### config.mk
export PLATFORM = sky130hd
export DESIGN_NAME = dcc_channel
export DESIGN_NICKNAME = d
export VERILOG_FILES = /design/src/shared/dcc_pkg.sv /design/src/shared/dcc_walk_if.sv /design/src/verilog/dcc_addr_gen.sv /design/src/verilog/dcc_channel.sv
export VERILOG_INCLUDE_DIRS = /design/src /design/src/shared
export SDC_FILE = /design/constraint.sdc
export NUM_CORES = 1
export LEC_CHECK = 0
export BUFFER_PORTS_ARGS = -buffer_cell sky130_fd_sc_hd__buf_4
export CORE_AREA = 2 2 174 176
export DETAILED_ROUTE_END_ITERATION = 12
export DIE_AREA = 0 0 176 178
export SLEW_MARGIN = 0
export SYNTH_ARGS = -nofsm -noshare
export SYNTH_HDL_FRONTEND = slang
export SYNTH_SLANG_ARGS = --single-unit
### constraint.sdc
create_clock -name core_clk_i -period 7.8 [get_ports core_clk_i]
set_input_delay 0.39 -clock core_clk_i [delete_from_list [all_inputs] [get_ports core_clk_i]]
set_output_delay 0.39 -clock core_clk_i [all_outputs]
set_load 0.02 [all_outputs]
### src/shared/dcc_consts.svh
`ifndef DCC_CONSTS_SVH
`define DCC_CONSTS_SVH

// ------------------------------------------------------------
// register offsets (word index on the register port)
// ------------------------------------------------------------
`define DCC_OFS_CTRL 4'h0
`define DCC_OFS_PAD 4'h1
`define DCC_OFS_CNT 4'h2
`define DCC_OFS_LAST 4'h3
`define DCC_OFS_BASE_A 4'h4
`define DCC_OFS_BASE_B 4'h5
`define DCC_OFS_STAT 4'h6
`define DCC_OFS_MASK 4'h7

// ------------------------------------------------------------
// channel control field positions
// ------------------------------------------------------------
`define DCC_CTRL_ON 15
`define DCC_CTRL_SIZE 14
`define DCC_CTRL_DIR 13
`define DCC_CTRL_HALF 12
`define DCC_CTRL_DUMMY_WR 11
`define DCC_CTRL_WALK_HI 5
`define DCC_CTRL_WALK_LO 4
`define DCC_CTRL_MODE_HI 1
`define DCC_CTRL_MODE_LO 0

// ------------------------------------------------------------
// count field, status bits, reset values
// ------------------------------------------------------------
`define DCC_CNT_HI 9
`define DCC_STAT_BLOCK 0
`define DCC_STAT_WALK_ERR 1
`define DCC_STAT_W 2
`define DCC_RST_WORD 16'h0000
`define DCC_RST_STAT 2'h0
`define DCC_RST_CNT 10'h000
`define DCC_STEP_BYTE 16'h0001
`define DCC_STEP_WORD 16'h0002

`endif

### src/shared/dcc_pkg.sv
package dcc_pkg;

	typedef enum logic [1:0] {
		DCC_AW_POSTINC = 2'h0,
		DCC_AW_NOINC = 2'h1,
		DCC_AW_PERIPH = 2'h2,
		DCC_AW_RSVD = 2'h3
	} dcc_walk_t;

	typedef enum logic [1:0] {
		DCC_OP_CONT = 2'h0,
		DCC_OP_ONESHOT = 2'h1,
		DCC_OP_CONT_PP = 2'h2,
		DCC_OP_ONESHOT_PP = 2'h3
	} dcc_opmode_t;

	typedef enum {
		DCC_ST_IDLE,
		DCC_ST_RD,
		DCC_ST_CAP,
		DCC_ST_WR
	} dcc_state_t;

endpackage

### src/shared/dcc_walk_if.sv
`timescale 1ns/100ps
interface dcc_walk_if;
	import dcc_pkg::*;
	dcc_walk_t walk;
	logic byte_sz;
	logic buf_sel;
	logic restart;
	logic step;
	logic [15:0] base_a;
	logic [15:0] base_b;
	logic [15:0] index;
	logic [15:0] offset;
	logic [15:0] addr;
	modport ctl (output walk, byte_sz, buf_sel, restart, step, base_a, base_b, index,
		input offset, addr);
	modport gen (input walk, byte_sz, buf_sel, restart, step, base_a, base_b, index,
		output offset, addr);
endinterface

### src/verilog/dcc_addr_gen.sv
`timescale 1ns/100ps
`include "dcc_consts.svh"
module dcc_addr_gen
	import dcc_pkg::*;
(
	input wire logic core_clk_i, // system clock
	input wire logic resetn_i, // sync reset, active low
	input wire logic ce_i, // clock enable
	dcc_walk_if.gen w // walk control from the channel
);
	logic [15:0] off_r;
	logic [15:0] off_nxt;
	logic [15:0] base;

	always_comb begin
		off_nxt = off_r;
		if (w.restart) begin
			off_nxt = `DCC_RST_WORD;
		end else if (w.step && w.walk == DCC_AW_POSTINC) begin
			off_nxt = off_r + (w.byte_sz ? `DCC_STEP_BYTE : `DCC_STEP_WORD);
		end
	end

	always_ff @(posedge core_clk_i) begin
		if (!resetn_i) begin
			off_r <= `DCC_RST_WORD;
		end else if (ce_i) begin
			off_r <= off_nxt;
		end
	end

	// ------------------------------------------------------------
	// address select
	// ------------------------------------------------------------
	// peripheral indirect: the peripheral supplies the offset itself
	assign base = w.buf_sel ? w.base_b : w.base_a;
	assign w.offset = off_r;
	assign w.addr = (w.walk == DCC_AW_PERIPH) ? base + w.index : base + off_r;

endmodule // dcc_addr_gen

### src/verilog/dcc_channel.sv
`timescale 1ns/100ps
`include "dcc_consts.svh"
// What this block does
// control register holds on, size, direction, modes
// size bit one moves byte, zero word
// direction one reads RAM, writes peripheral
// half bit raises block interrupt midway
// null mode writes zero to peripheral too
// address mode: postinc, fixed, peripheral indirect
// operating mode: one-shot/continuous, ping-pong or not
// sixteen-bit peripheral address register, resets zero
// software avoids address/count writes while enabled
// ten-bit count, upper bits zero, count+1
// read-only last RAM address, resets zero
// unused control bits read zero
// ping-pong swaps buffers; one-shot clears enable
// postinc advances one per byte, two per word
module dcc_channel
	import dcc_pkg::*;
(
	input wire logic core_clk_i, // system clock, 250 MHz
	input wire logic resetn_i, // sync reset, active low
	input wire logic ce_i, // clock enable, freezes all state
	input wire logic [3:0] reg_addr_i, // register index
	input wire logic [15:0] reg_wdata_i, // register write data
	input wire logic reg_we_i, // register write strobe
	input wire logic reg_re_i, // register read strobe
	output logic [15:0] reg_rdata_o, // read data, cycle after strobe
	output logic irq_o, // level interrupt
	input wire logic periph_req_i, // peripheral transfer request pulse
	input wire logic [15:0] periph_index_i, // offset for peripheral indirect
	output logic [15:0] periph_addr_o, // peripheral address
	output logic periph_re_o, // peripheral read strobe
	output logic periph_we_o, // peripheral write strobe
	output logic [15:0] periph_wdata_o, // peripheral write data
	input wire logic [15:0] periph_rdata_i, // peripheral read data
	output logic [15:0] ram_addr_o, // DMA RAM address
	output logic ram_re_o, // DMA RAM read strobe
	output logic ram_we_o, // DMA RAM write strobe
	output logic [15:0] ram_wdata_o, // DMA RAM write data
	input wire logic [15:0] ram_rdata_i, // DMA RAM read data
	output logic byte_o // transfer is a single byte
);
	dcc_walk_if w ();

	// ------------------------------------------------------------
	// register file
	// ------------------------------------------------------------
	logic on_r, on_nxt, size_r, size_nxt, dir_r, dir_nxt, half_r, half_nxt;
	logic dummy_wr_r, dummy_wr_nxt;
	dcc_walk_t walk_r, walk_nxt;
	dcc_opmode_t mode_r, mode_nxt;
	logic [15:0] pad_r, pad_nxt, last_r, last_nxt, base_a_r, base_a_nxt, base_b_r, base_b_nxt;
	logic [`DCC_CNT_HI:0] cnt_r, cnt_nxt;
	logic [`DCC_STAT_W-1:0] stat_r, stat_nxt, mask_r, mask_nxt, ev;
	logic [15:0] rdata_nxt;
	logic irq_nxt, hw_off, ctrl_wr, start;

	assign ctrl_wr = reg_we_i && reg_addr_i == `DCC_OFS_CTRL;
	assign start = ctrl_wr && reg_wdata_i[`DCC_CTRL_ON] && !on_r;

	always_comb begin
		on_nxt = hw_off ? 1'b0 : on_r;
		size_nxt = size_r;
		dir_nxt = dir_r;
		half_nxt = half_r;
		dummy_wr_nxt = dummy_wr_r;
		walk_nxt = walk_r;
		mode_nxt = mode_r;
		pad_nxt = pad_r;
		cnt_nxt = cnt_r;
		base_a_nxt = base_a_r;
		base_b_nxt = base_b_r;
		mask_nxt = mask_r;
		last_nxt = (ram_re_o || ram_we_o) ? ram_addr_o : last_r;
		rdata_nxt = `DCC_RST_WORD;
		if (reg_we_i) begin
			unique case (reg_addr_i)
				`DCC_OFS_CTRL: begin
					on_nxt = reg_wdata_i[`DCC_CTRL_ON];
					size_nxt = reg_wdata_i[`DCC_CTRL_SIZE];
					dir_nxt = reg_wdata_i[`DCC_CTRL_DIR];
					half_nxt = reg_wdata_i[`DCC_CTRL_HALF];
					dummy_wr_nxt = reg_wdata_i[`DCC_CTRL_DUMMY_WR];
					walk_nxt = dcc_walk_t'(reg_wdata_i[`DCC_CTRL_WALK_HI:`DCC_CTRL_WALK_LO]);
					mode_nxt = dcc_opmode_t'(reg_wdata_i[`DCC_CTRL_MODE_HI:`DCC_CTRL_MODE_LO]);
				end
				`DCC_OFS_PAD: pad_nxt = reg_wdata_i;
				`DCC_OFS_CNT: cnt_nxt = reg_wdata_i[`DCC_CNT_HI:0];
				`DCC_OFS_BASE_A: base_a_nxt = reg_wdata_i;
				`DCC_OFS_BASE_B: base_b_nxt = reg_wdata_i;
				`DCC_OFS_MASK: mask_nxt = reg_wdata_i[`DCC_STAT_W-1:0];
				default: ; // last address and status are read-only; others unmapped
			endcase
		end
		// a read clears the sticky bits, but an event in the same cycle stays set
		if (reg_re_i && reg_addr_i == `DCC_OFS_STAT) begin
			stat_nxt = ev;
		end else begin
			stat_nxt = stat_r | ev;
		end
		if (reg_re_i) begin
			unique case (reg_addr_i)
				`DCC_OFS_CTRL: begin
					rdata_nxt[`DCC_CTRL_ON] = on_r;
					rdata_nxt[`DCC_CTRL_SIZE] = size_r;
					rdata_nxt[`DCC_CTRL_DIR] = dir_r;
					rdata_nxt[`DCC_CTRL_HALF] = half_r;
					rdata_nxt[`DCC_CTRL_DUMMY_WR] = dummy_wr_r;
					rdata_nxt[`DCC_CTRL_WALK_HI:`DCC_CTRL_WALK_LO] = walk_r;
					rdata_nxt[`DCC_CTRL_MODE_HI:`DCC_CTRL_MODE_LO] = mode_r;
				end
				`DCC_OFS_PAD: rdata_nxt = pad_r;
				`DCC_OFS_CNT: rdata_nxt[`DCC_CNT_HI:0] = cnt_r;
				`DCC_OFS_LAST: rdata_nxt = last_r;
				`DCC_OFS_BASE_A: rdata_nxt = base_a_r;
				`DCC_OFS_BASE_B: rdata_nxt = base_b_r;
				`DCC_OFS_STAT: rdata_nxt[`DCC_STAT_W-1:0] = stat_r;
				`DCC_OFS_MASK: rdata_nxt[`DCC_STAT_W-1:0] = mask_r;
				default: rdata_nxt = `DCC_RST_WORD;
			endcase
		end
		irq_nxt = |(stat_nxt & mask_nxt);
	end

	always_ff @(posedge core_clk_i) begin
		if (!resetn_i) begin
			on_r <= 1'b0;
			size_r <= 1'b0;
			dir_r <= 1'b0;
			half_r <= 1'b0;
			dummy_wr_r <= 1'b0;
			walk_r <= DCC_AW_POSTINC;
			mode_r <= DCC_OP_CONT;
			pad_r <= `DCC_RST_WORD;
			cnt_r <= `DCC_RST_CNT;
			last_r <= `DCC_RST_WORD;
			base_a_r <= `DCC_RST_WORD;
			base_b_r <= `DCC_RST_WORD;
			stat_r <= `DCC_RST_STAT;
			mask_r <= `DCC_RST_STAT;
			reg_rdata_o <= `DCC_RST_WORD;
			irq_o <= 1'b0;
		end else if (ce_i) begin
			on_r <= on_nxt;
			size_r <= size_nxt;
			dir_r <= dir_nxt;
			half_r <= half_nxt;
			dummy_wr_r <= dummy_wr_nxt;
			walk_r <= walk_nxt;
			mode_r <= mode_nxt;
			pad_r <= pad_nxt;
			cnt_r <= cnt_nxt;
			last_r <= last_nxt;
			base_a_r <= base_a_nxt;
			base_b_r <= base_b_nxt;
			stat_r <= stat_nxt;
			mask_r <= mask_nxt;
			reg_rdata_o <= rdata_nxt;
			irq_o <= irq_nxt;
		end
	end

	// ------------------------------------------------------------
	// transfer sequencer
	// ------------------------------------------------------------
	// the sequencer acts on the request only from idle; a request
	// arriving mid-transfer is dropped, so peripherals pace at >= 4 cycles
	dcc_state_t st_r, st_nxt;
	logic [`DCC_CNT_HI:0] done_r, done_nxt;
	logic buf_r, buf_nxt;
	logic [15:0] data;
	logic p_re_nxt, p_we_nxt, r_re_nxt, r_we_nxt, byte_nxt, blk_end;
	logic [15:0] p_addr_nxt, p_wd_nxt, r_addr_nxt, r_wd_nxt;

	assign data = dir_r ? ram_rdata_i : periph_rdata_i;
	assign blk_end = done_r == cnt_r;

	always_comb begin
		st_nxt = st_r;
		done_nxt = start ? `DCC_RST_CNT : done_r;
		buf_nxt = start ? 1'b0 : buf_r;
		p_re_nxt = 1'b0;
		p_we_nxt = 1'b0;
		r_re_nxt = 1'b0;
		r_we_nxt = 1'b0;
		byte_nxt = byte_o;
		p_addr_nxt = periph_addr_o;
		p_wd_nxt = periph_wdata_o;
		r_addr_nxt = ram_addr_o;
		r_wd_nxt = ram_wdata_o;
		ev = `DCC_RST_STAT;
		hw_off = 1'b0;
		w.step = 1'b0;
		w.restart = start;
		unique case (st_r)
			DCC_ST_IDLE: begin
				if (on_r && periph_req_i && !ctrl_wr) begin
					if (walk_r == DCC_AW_RSVD) begin
						ev[`DCC_STAT_WALK_ERR] = 1'b1;
					end else begin
						byte_nxt = size_r;
						p_addr_nxt = pad_r;
						r_addr_nxt = w.addr;
						r_re_nxt = dir_r;
						p_re_nxt = !dir_r;
						st_nxt = DCC_ST_RD;
					end
				end
			end
			DCC_ST_RD: st_nxt = DCC_ST_CAP;
			DCC_ST_CAP: begin
				if (dir_r) begin
					p_we_nxt = 1'b1;
					p_wd_nxt = size_r ? {8'h00, data[7:0]} : data;
				end else begin
					r_we_nxt = 1'b1;
					r_wd_nxt = size_r ? {8'h00, data[7:0]} : data;
					if (dummy_wr_r) begin
						p_we_nxt = 1'b1;
						p_wd_nxt = `DCC_RST_WORD;
					end
				end
				st_nxt = DCC_ST_WR;
			end
			DCC_ST_WR: begin
				w.step = 1'b1;
				done_nxt = done_r + 10'h001;
				if (half_r && done_r == (cnt_r >> 1)) begin
					ev[`DCC_STAT_BLOCK] = 1'b1;
				end
				if (blk_end) begin
					ev[`DCC_STAT_BLOCK] = ev[`DCC_STAT_BLOCK] || !half_r;
					done_nxt = `DCC_RST_CNT;
					w.restart = 1'b1;
					if (mode_r == DCC_OP_CONT_PP || mode_r == DCC_OP_ONESHOT_PP) begin
						buf_nxt = !buf_r;
					end

					if (mode_r == DCC_OP_ONESHOT ||
						(mode_r == DCC_OP_ONESHOT_PP && buf_r)) begin
						hw_off = 1'b1;
					end
				end
				st_nxt = DCC_ST_IDLE;
			end
		endcase
	end

	always_ff @(posedge core_clk_i) begin
		if (!resetn_i) begin
			st_r <= DCC_ST_IDLE;
			done_r <= `DCC_RST_CNT;
			buf_r <= 1'b0;
			periph_re_o <= 1'b0;
			periph_we_o <= 1'b0;
			ram_re_o <= 1'b0;
			ram_we_o <= 1'b0;
			byte_o <= 1'b0;
			periph_addr_o <= `DCC_RST_WORD;
			periph_wdata_o <= `DCC_RST_WORD;
			ram_addr_o <= `DCC_RST_WORD;
			ram_wdata_o <= `DCC_RST_WORD;
		end else if (ce_i) begin
			st_r <= st_nxt;
			done_r <= done_nxt;
			buf_r <= buf_nxt;
			periph_re_o <= p_re_nxt;
			periph_we_o <= p_we_nxt;
			ram_re_o <= r_re_nxt;
			ram_we_o <= r_we_nxt;
			byte_o <= byte_nxt;
			periph_addr_o <= p_addr_nxt;
			periph_wdata_o <= p_wd_nxt;
			ram_addr_o <= r_addr_nxt;
			ram_wdata_o <= r_wd_nxt;
		end
	end

	assign w.walk = walk_r;
	assign w.byte_sz = size_r;
	assign w.buf_sel = buf_r;
	assign w.base_a = base_a_r;
	assign w.base_b = base_b_r;
	assign w.index = periph_index_i;

	dcc_addr_gen u_walk (
		.core_clk_i(core_clk_i),
		.resetn_i(resetn_i),
		.ce_i(ce_i),
		.w(w)
	);

	// ------------------------------------------------------------
	// checks
	// ------------------------------------------------------------
	ctrl_zero_bits_a: assert property (@(posedge core_clk_i) disable iff (!resetn_i || !ce_i)
		reg_re_i && reg_addr_i == `DCC_OFS_CTRL |=> reg_rdata_o[10:6] == 5'h00 && reg_rdata_o[3:2] == 2'h0)
		else $error("control reserved bits not zero");
	cnt_upper_zero_a: assert property (@(posedge core_clk_i) disable iff (!resetn_i || !ce_i)
		reg_re_i && reg_addr_i == `DCC_OFS_CNT |=> reg_rdata_o[15:10] == 6'h00)
		else $error("count upper bits not zero");
	dir_source_a: assert property (@(posedge core_clk_i) disable iff (!resetn_i || !ce_i)
		(ram_re_o |-> dir_r && !periph_re_o) and (ram_we_o |-> !dir_r))
		else $error("transfer direction wrong");
	null_write_a: assert property (@(posedge core_clk_i) disable iff (!resetn_i || !ce_i)
		ram_we_o && dummy_wr_r |-> periph_we_o && periph_wdata_o == 16'h0000)
		else $error("null write missing");
	byte_lane_a: assert property (@(posedge core_clk_i) disable iff (!resetn_i || !ce_i)
		(ram_we_o || periph_we_o) && byte_o |-> (ram_we_o ? ram_wdata_o[15:8] : periph_wdata_o[15:8])
		== 8'h00 || (periph_we_o && dummy_wr_r))
		else $error("byte transfer carries upper byte");
	walk_step_a: assert property (@(posedge core_clk_i) disable iff (!resetn_i || !ce_i)
		st_r == DCC_ST_WR && !blk_end && walk_r == DCC_AW_POSTINC |=>
		w.offset == $past(w.offset) + (size_r ? 16'h0001 : 16'h0002))
		else $error("post increment step wrong");
	oneshot_off_a: assert property (@(posedge core_clk_i) disable iff (!resetn_i || !ce_i)
		st_r == DCC_ST_WR && blk_end && mode_r == DCC_OP_ONESHOT && !ctrl_wr |=> !on_r)
		else $error("one-shot left channel on");
	last_addr_a: assert property (@(posedge core_clk_i) disable iff (!resetn_i || !ce_i)
		ram_re_o || ram_we_o |=> last_r == $past(ram_addr_o))
		else $error("last RAM address not captured");
	periph_addr_a: assert property (@(posedge core_clk_i) disable iff (!resetn_i || !ce_i)
		periph_re_o |-> (periph_addr_o == pad_r) ##2 (periph_we_o == dummy_wr_r))
		else $error("peripheral address not from register");

endmodule // dcc_channel

==> results of run 1 <==
[Yosys cell counts, types with 3 or more instances]
cell / count / share of area (%)
and4_1: 3 / 0.28
xnor2_1: 30 / 2.8
nand3_1: 37 / 2.0
clkbuf_1: 57 / 2.3
a21oi_1: 174 / 9.4
buf_2: 12 / 0.65
o211ai_1: 10 / 0.81
dfxtp_1: 202 / 43
a21o_1: 3 / 0.24
mux2i_1: 7 / 0.75
buf_1: 3 / 0.12
nand4_1: 9 / 0.61
nor2b_1: 6 / 0.40
nor2_1: 77 / 3.1
nand2_1: 261 / 11
mux2_2: 29 / 3.5
inv_1: 11 / 0.44
xor2_1: 17 / 1.6
o21ai_1: 4 / 0.22
ha_1: 21 / 2.8
nor3_1: 8 / 0.43
o21ai_0: 26 / 1.4
a222oi_1: 11 / 1.2
o21a_1: 4 / 0.32
and3_1: 11 / 0.74
a22oi_1: 41 / 3.3
a31oi_1: 3 / 0.20
o2111ai_1: 7 / 0.66
a31o_2: 3 / 0.28
or3_1: 7 / 0.47
a211oi_1: 8 / 0.65
nor4_1: 3 / 0.20
[cell type report]
type                    instances  share of cell area, %
multi-input cells             854                  42.15
flip-flops and latches        202                  34.79
repair buffers                169                  10.92
clock buffers                  35                  6.222
well taps                     390                  4.199
clock inverters                 9                  1.281
inverters                      13                 0.4414
[through the flow]
stage          instance area (um2)  power [uW]
4_1_cts                      11620        2406
2_1_floorplan                 9296        1122
5_1_grt                      11620        2453
3_3_place_gp                 10750        1182
3_5_place_dp                 10750        1183
6_report                     11620        2385
[sequential cells by signal (all words and copies together), names as in the netlist, 10 cells and up]
signal and count:
periph_wdata_o 16, u_walk.w.offset 16, pad_r 16, ram_wdata_o 16, base_b_r 16, base_a_r 16
periph_addr_o 16, done_r 10, reg_rdata_o 16, cnt_r 10, ram_addr_o 16, last_r 16
[layer usage]
| metal | GRT usage, % | wire length (um) | vias up |
|---|---|---|---|
| met5 | 0 | 0 | - |
| met3 | 3.943 | 2545 | 56 |
| li1 | - | - | 4262 |
| met4 | 5.269 | 809 | 0 |
| met2 | 30.43 | 13800 | 321 |
| met1 | 27.84 | 14470 | 4170 |
[power by group]
part	total (uW)	internal, uW	switching (uW)
Clock	1220	773	450
Combinational	117	42.3	74.4
Sequential	1050	1040	6.71
[worst reg2reg max path, cell delays in order, from the launching register on]
cell and delay [ns]:
dfxtp_1 0.90, mux2_2 0.44, ha_1 0.22, fa_1 0.43
a211oi_1 0.26, nor2_1 0.13, o2111ai_1 0.32, a31o_2 0.22
mux2i_1 0.06, a31o_2 0.21
[cells in the final DEF, fill, tap and decap left out, types with 7 or more instances in the layout]
cell type,n
xnor2_1,30
o21ai_0,26
clkbuf_16,25
a222oi_1,11
nor2_1,77
nor3_1,8
a22oi_1,41
dfxtp_1,202
a21oi_1,174
nand3_1,37
o211ai_1,10
xor2_1,17
nand2_1,261
inv_1,11
nand4_1,9
or3_1,7
mux2i_1,7
mux2_2,29
buf_4,169
o2111ai_1,7
ha_1,21
a211oi_1,8
and3_1,11
[path summary, 6_finish.rpt]
check | start | end | slack, ns | depth (start not counted)
min | ram_rdata_i[12] | periph_wdata_o[12] | 0.12 | 3
max | buf_r | ram_addr_o[14] | 4.48 | 9
min reg2reg | ram_wdata_o[12] | ram_wdata_o[12] | 0.45 | 2
max reg2reg | buf_r | ram_addr_o[14] | 4.48 | 9
[cell families (layout without fill, tap and decap cells)]
family	count (synthesis)	in the layout
AOI/OAI and AO/OA	310	310
buffers and inverters	88	226
and+or+nand+nor	438	438
adders and majority gates	23	23
muxes	36	36
DFF	202	202
xor gates and xnor gates	47	47
==> impl_metrics.py, run 1 <==
metrics = {
    "critical_path": {
        "cpMaxStageDelayCell": "dfxtp_1",
        "worstPathRequired_ns": 8.19,
        "crit_path_max_incr_delay_ns": 0.90,
        "crit_path_end_kind": "flip-flop",
        "worstSetupPathType": "reg2reg",
        "worstPathArrival_ns": 3.71,
        "crit_chain": "mux2_2 -> ha_1 -> fa_1 -> a211oi_1 -> nor2_1 -> o2111ai_1 -> a31o_2 -> mux2i_1 -> a31o_2",
        "path_common_cell": "a31o_2",
        "start_kind": "flip-flop",
        "worst-path-buf-inv": 0,
        "crit_path_max_fanout": 19,
        "cp_top_family": "compound AO/OA/AOI/OAI gates",
    },
    "yosys": {
        "synthAdderAreaFrac_pct": 3.257,
        "synth-compound-area-share_pct": 20.11,
        "yosys.area_share.simple_pct": 20.57,
        "ys_types": 63,
        "synth_edf_count": 0,
        "yosys_warnings": 0,
        "async_flop_share_pct": 0,
        "synth_top_family_by_area": "simple AND/OR/NAND/NOR gates",
        "muxShareOfSynthArea_pct": 4.266,
        "synth_area_um2": 9296,
        "synthXorXnorAreaFrac_pct": 4.428,
        "syn_nets": 1241,
        "syn-mean-instance-area_um2": 8.126,
        "synthCells": 1144,
        "synth_ff_type": "dfxtp_1",
        "ys_ff_latch": 202,
        "ys_seq_area_share_pct": 43.50,
    },
    "global_route": {
        "grt_pass1_wl_um": 48310,
        "antenna_found_initial": 0,
        "grt_pass1_vias": 8225,
        "overflow": 0,
        "grt_max_degree": 89,
        "gr-usage-all-layers_pct": 19.65,
    },
    "worst_hold_path": {
        "worstHoldPathType": "in2reg",
    },
    "final_layout": {
        "nNetsFinal": 1361,
        "n_antenna_cell": 0,
        "drive_gt1_share_pct": 19.50,
        "multi_input_area_um2": 4898,
        "fillCellCount": 2985,
        "seqCellArea_um2": 4044,
        "layout.cells.non_filler": 1672,
        "final_core_util_pct": 39.53,
        "syn2layout_area_growth_pct": 25.02,
    },
    "flow_run": {
        "max_cap_violations": 0,
    },
    "power_and_ir_drop": {
        "p_per_area_nw_per_um2": 205.2,
        "leakage_uw": 0.004286,
        "max-vdd-ir-drop_mv": 0.1161,
    },
    "outcome": {
        "status": "finished, final reports clean",
    },
    "detailed_routing": {
        "vias_per_cell": 5.269,
        "antenna_left": 0,
        "dr.pass1.iters": 6,
        "finalWirelength_um": 31620,
        "drc_errors": 0,
        "routedWlPerCell_um": 18.91,
        "vias": 8809,
        "drt_iter0_markers": 794,
    },
    "floorplanning": {
        "fp-row-count": 63,
        "die-area_um2": 31330,
        "die_w_um": 176,
        "num_io_pins": 160,
        "chipHeight_um": 178,
        "start_util_pct": 31.62,
        "core_area_um2": 29400,
    },
    "place": {
        "portBuffers": 159,
        "hpwl_um": 22650,
        "place.gp.congestion": 0.9200,
        "dp_cells": 1628,
        "pre_cts_slack_ns": 4.490,
    },
    "cts": {
        "post_cts_buffers": 0,
        "path_clk_slew_ns": 0.06,
        "cts_buffer_depth": 3,
        "h-tree-depth": 1,
        "clock_latency_ns": 0.52,
        "cts_tree": "done",
        "postCtsHoldBufs": 0,
        "cts_buffers": 24,
        "cts_sinks": 202,
        "cts_resized": 0,
        "root_buffer": "clkbuf_16",
    },
    "sta": {
        "hold_slack_ns": 0.1167,
        "finalSetupViolations": 0,
        "finalCritPeriodShare_pct": 42.55,
        "rsz0062_at_grt": "no",
        "hold_viol": 0,
        "finClkSkew_ns": 0.02828,
        "worst_pin_slew_ns": 1.359,
        "max_slew_margin_pct": 8.998,
        "clock.fmax_mhz": 301.3,
        "fin_crit_ns": 3.319,
        "setup-tns-final_ns": 0,
        "slew_violations": 0,
        "fin_ws_ns": 4.481,
    },
}
Note: power is estimated with default switching activity, not from simulation.
==> inputs of run 2 (changes only) <==
==> constraint.sdc (replaced) <==
create_clock -name core_clk_i -period 2.9 [get_ports core_clk_i]
set_input_delay 0.145 -clock core_clk_i [delete_from_list [all_inputs] [get_ports core_clk_i]]
set_output_delay 0.145 -clock core_clk_i [all_outputs]
set_load 0.02 [all_outputs]
==> impl_metrics.py, run 2 (synthesis results as in run 1) <==
metrics = {
    "cts": {
        "cts_tree": "done",
        "cts_buffer_depth": 3,
        "root_buffer": "clkbuf_16",
        "cts_sinks": 202,
        "cts_buffers": 23,
        "h-tree-depth": 1,
        "path_clk_slew_ns": 0.06,
        "clock_latency_ns": 0.52,
    },
    "global_route": {
        "antenna_found_initial": 0,
        "grt_max_degree": 43,
        "grt_pass1_vias": 8451,
        "grt_pass1_wl_um": 49610,
        "overflow": 0,
        "gr-usage-all-layers_pct": 20.14,
    },
    "final_layout": {
        "drive_gt1_share_pct": 20.52,
        "seqCellArea_um2": 4044,
        "final_core_util_pct": 41.70,
        "layout.cells.non_filler": 1745,
        "multi_input_area_um2": 4918,
        "syn2layout_area_growth_pct": 31.90,
        "design_area_um2": 12260,
        "fillCellCount": 2989,
        "final_cell_mix": "nand2_1, dfxtp_1, buf_4",
        "n_antenna_cell": 0,
        "nNetsFinal": 1436,
        "final_common_cell": "nand2_1",
    },
    "flow_run": {
        "max_cap_violations": 0,
    },
    "critical_path": {
        "crit_path_end_kind": "flip-flop",
        "crit_chain": "nor2b_1 -> buf_12 -> o21ai_0 -> ha_1 -> fa_1 -> a211oi_1 -> nor2_1 -> o2111ai_2 -> a31o_2 -> mux2i_1 -> a31o_2",
        "worstSetupPathType": "reg2reg",
        "cp_top_family": "compound AO/OA/AOI/OAI gates",
        "cpMaxStageDelayCell": "fa_1",
        "worstPathArrival_ns": 3.15,
        "worst-path-buf-inv": 1,
        "worstPathRequired_ns": 3.29,
        "crit_path_max_incr_delay_ns": 0.44,
        "crit_path_max_fanout": 18,
        "path_common_cell": "a31o_2",
        "start_kind": "flip-flop",
    },
    "detailed_routing": {
        "finalWirelength_um": 32340,
        "drt_iter0_markers": 709,
        "vias_per_cell": 5.170,
        "drc_errors": 0,
        "routedWlPerCell_um": 18.53,
        "vias": 9021,
        "dr.pass1.iters": 5,
        "antenna_left": 0,
    },
    "sta": {
        "finClkSkew_ns": 0.01921,
        "finalSetupViolations": 0,
        "slew_violations": 0,
        "clock.fmax_mhz": 362.6,
        "hold_viol": 0,
        "max_slew_margin_pct": 27.74,
        "fin_ws_ns": 0.1423,
        "fin_crit_ns": 2.758,
        "worst_pin_slew_ns": 1.077,
        "finalCritPeriodShare_pct": 95.09,
    },
    "floorplanning": {
        "die_w_um": 176,
        "fp-row-count": 63,
        "start_util_pct": 31.62,
        "die-area_um2": 31330,
        "core_area_um2": 29400,
        "chipHeight_um": 178,
        "num_io_pins": 160,
    },
    "power_and_ir_drop": {
        "max-vdd-ir-drop_mv": 0.2387,
        "finalPower_uw": 6099,
        "leakage_uw": 0.004584,
        "p_per_area_nw_per_um2": 497.4,
    },
    "place": {
        "hpwl_um": 23640,
        "portBuffers": 159,
        "pre_cts_slack_ns": -0.0001521,
        "dp_cells": 1655,
        "placed_area_um2": 11000,
        "place.gp.congestion": 0.9003,
    },
    "worst_hold_path": {
        "worstHoldPathType": "in2reg",
    },
    "outcome": {
        "status": "finished, final reports clean",
    },
}
==> run 2: cell count changes in the layout (fill, tap and decap cells not counted), moves of 2 or more <==
cell / before / now
dlygate4sd3_1: 0 / 48
bufinv_16: 4 / 2
buf_4: 169 / 193
buf_12: 0 / 4
clkbuf_8: 6 / 4
o21ai_0: 26 / 24
clkbuf_16: 25 / 23
==> run 2: power breakdown <==
part	total [uW]	switching, uW	internal (uW)
combinational	384	213	170
clock	2900	1170	1740
sequential	2810	18.2	2790
total	6100	1400	4700
==> run 2: layer usage <==
metal  vias to the layer above  global-route usage (%)  part of all wire [%]
met1                      4261                   28.44                    45
met3                        46                   3.048                   6.9
met5                         -                       0                     0
met4                         0                   4.993                   2.2
met2                       309                   32.27                    46
li1                       4405                       -                     -
==> run 2: final timing paths <==
kind / start / end / slack, ns / depth (start not counted)
worst max-delay path: w.walk[1] / ram_addr_o[14] / 0.14 / 11
worst min-delay path: resetn_i / mask_r[1] / 0.03 / 3
worst max register to register: w.walk[1] / ram_addr_o[14] / 0.14 / 11
worst min register to register: ram_wdata_o[11] / ram_wdata_o[11] / 0.45 / 2
==> run 2: layout make-up <==
class                      instances  share of cell area [%]
multi-input combinational        854                   40.11
sequential                       202                   32.98
timing repair buffer             245                   16.39
clock buffer                      32                   5.296
tap                              390                   3.980
clock inverter                     9                  0.8265
inverter                          13                  0.4184
==> run 2: per-stage QoR <==
stage | hold WS (ns) | setup TNS [ns]
3_5_place_dp | 0.3887 | -0.0001521
4_1_cts | 0.02105 | 0
2_1_floorplan | 0.2810 | 0
3_3_place_gp | 0.3798 | 0
5_1_grt | 0.03345 | -0.02109
6_report | 0.03145 | 0
==> run 2: repair_timing <==
item                                   4_1_cts  5_1_grt
buffers inserted                             0        0
setup endpoints to repair                    2        5
hold buffers                                48        0
endpoints found under the hold margin       99        0
gates resized for setup                      1        6
==> run 2: worst register-to-register path, cell delays in order, from the launching register on <==
cell and delay, ns:
dfxtp_1 0.33, nor2b_1 0.23, buf_12 0.19, o21ai_0 0.09, ha_1 0.24, fa_1 0.44
a211oi_1 0.26, nor2_1 0.11, o2111ai_2 0.26, a31o_2 0.21, mux2i_1 0.08, a31o_2 0.21
==> inputs of run 3 (changes only) <==
--- a/config.mk
+++ b/config.mk
@@ -10,6 +10,7 @@
 export CORE_AREA = 2 2 174 176
 export DETAILED_ROUTE_END_ITERATION = 12
 export DIE_AREA = 0 0 176 178
+export GPL_TIMING_DRIVEN = 0
 export SLEW_MARGIN = 0
 export SYNTH_ARGS = -nofsm -noshare
 export SYNTH_HDL_FRONTEND = slang
==> constraint.sdc (replaced) <==
create_clock -name core_clk_i -period 2.9 [get_ports core_clk_i]
set_input_delay 0.145 -clock core_clk_i [delete_from_list [all_inputs] [get_ports core_clk_i]]
set_output_delay 0.145 -clock core_clk_i [all_outputs]
set_load 0.005 [all_outputs]
==> impl_metrics.py, run 3 (synthesis results as in run 1) <==
metrics = {
    "critical_path": {
        "worstPathRequired_ns": 3.31,
        "crit_chain": "nor2b_4 -> buf_6 -> mux2_2 -> ha_1 -> a2111o_1 -> o2111ai_2 -> a31o_2 -> mux2i_1 -> a31o_2",
        "worstSetupPathType": "reg2reg",
        "start_kind": "flip-flop",
        "crit_path_max_fanout": 9,
        "cp_top_family": "compound AO/OA/AOI/OAI gates",
        "crit_path_end_kind": "flip-flop",
        "worst-path-buf-inv": 1,
        "crit_path_max_incr_delay_ns": 0.47,
        "worstPathArrival_ns": 3.22,
        "path_common_cell": "a31o_2",
        "cpMaxStageDelayCell": "a2111o_1",
    },
    "floorplanning": {
        "fp-row-count": 63,
        "start_util_pct": 31.62,
        "die_w_um": 176,
        "die-area_um2": 31330,
        "chipHeight_um": 178,
        "core_area_um2": 29400,
        "num_io_pins": 160,
    },
    "final_layout": {
        "drive_gt1_share_pct": 19.79,
        "n_antenna_cell": 0,
        "nNetsFinal": 1479,
        "syn2layout_area_growth_pct": 33.39,
        "fillCellCount": 2962,
        "final_cell_mix": "nand2_1, dfxtp_1, a21oi_1",
        "design_area_um2": 12400,
        "final_common_cell": "nand2_1",
    },
    "cts": {
        "path_clk_slew_ns": 0.06,
        "h-tree-depth": 1,
        "root_buffer": "clkbuf_16",
        "cts_buffer_depth": 3,
        "cts_buffers": 24,
        "cts_tree": "done",
        "clock_latency_ns": 0.52,
        "cts_sinks": 202,
    },
    "detailed_routing": {
        "routedWlPerCell_um": 19.67,
        "vias_per_cell": 5.322,
        "antenna_left": 0,
        "drt_iter0_markers": 790,
        "finalWirelength_um": 35210,
        "drc_errors": 0,
        "dr.pass1.iters": 6,
        "vias": 9526,
    },
    "global_route": {
        "overflow": 0,
        "grt_pass1_vias": 8773,
        "grt_pass1_wl_um": 52140,
        "antenna_found_initial": 0,
        "met1_usage_pct": 29.97,
        "busiest_layer": "met2",
        "grtUsageMet3_pct": 3.112,
        "gr-usage-all-layers_pct": 21.59,
        "use_met2_pct": 34.68,
        "grt_max_degree": 13,
    },
    "power_and_ir_drop": {
        "p_per_area_nw_per_um2": 507.2,
        "power.share.clock_pct": 49.0,
        "max-vdd-ir-drop_mv": 0.3348,
        "swShare_pct": 23.72,
        "intPower_uw": 4798,
        "p_comb_share_pct": 6.3,
        "leakage_uw": 0.004588,
        "seq_power_share_pct": 44.7,
        "power.switching_uw": 1492,
    },
    "place": {
        "portBuffers": 156,
        "place.gp.congestion": 0.9841,
        "placed_area_um2": 10960,
        "hpwl_um": 26160,
    },
    "sta": {
        "max_slew_margin_pct": 26.52,
        "hold_slack_ns": 0.09632,
        "finalCritPeriodShare_pct": 96.61,
        "finalSetupViolations": 0,
        "slew_violations": 0,
        "worst_pin_slew_ns": 1.093,
        "finClkSkew_ns": 0.01160,
        "fin_crit_ns": 2.802,
        "clock.fmax_mhz": 356.9,
        "hold_viol": 0,
        "rsz0062_at_grt": "no",
    },
    "outcome": {
        "status": "finished, final reports clean",
    },
    "worst_hold_path": {
        "worstHoldPathType": "in2reg",
    },
    "flow_run": {
        "max_cap_violations": 0,
    },
}
[run 3: through the flow]
step	utilization, %	instances	total power, uW	worst slack [ns]	TNS [ns]
6_report	42.18	1790	6289	0.09821	0
5_1_grt	42.18	1790	6463	0.01635	0
4_1_cts	41.82	1782	6311	0.01040	0
3_5_place_dp	37.27	1690	3207	-0.4910	-3.088
3_3_place_gp	37.27	1690	3206	-0.4929	-3.253
2_1_floorplan	-	1144	3013	0.04464	0
[run 3: layout make-up]
class,instances,area (um2),share of cell area [%]
plain buffers,75,344.1,2.775
clock buffers,36,737.0,5.943
clock inverters,8,73.82,0.5953
inverters,13,52.55,0.4238
multi-input cells,854,4947,39.90
flip-flops and latches,202,4046,32.63
well taps,390,488.0,3.935
repair buffers,212,1712,13.80
[run 3: worst reg2reg max path, stage by stage, from the launching register on]
cell,delay (ns)
dfxtp_2,0.39
nor2b_4,0.20
buf_6,0.16
mux2_2,0.36
ha_1,0.39
a2111o_1,0.47
o2111ai_2,0.23
a31o_2,0.21
mux2i_1,0.07
a31o_2,0.21
[run 3: path summary, 6_finish.rpt]
path                                       end           start  cells after the start  slack (ns)
worst max-delay path            ram_addr_o[14]       w.walk[1]                      9         0.1
worst min register to register  ram_wdata_o[7]  ram_wdata_o[7]                      2        0.45
worst max register to register  ram_addr_o[14]       w.walk[1]                      9         0.1
worst min-delay path                 stat_r[1]    periph_req_i                      4         0.1
[run 3: metal layers]
metal  routed length [um]  share of wire [%]
met2                15940                 45
met3                 2590                7.4
met5                    0                  0
met4                 1161                3.3
met1                15520                 44
[run 3: timing repair]
item,4_1_cts,5_1_grt
hold buffers,48,0
pin swaps,1,4
resized for setup,17,13
hold endpoints to repair,99,0
buffers inserted,0,8
setup endpoints to repair,11,18
[run 3: power groups by stage]
stage	clock network, uW	registers [uW]	logic (uW)
final	3080	2810	397
after global routing	3230	2810	422
after global placement	0	2870	335
after detailed placement	0	2870	337
after floorplan	0	2860	148
after CTS	3110	2810	391
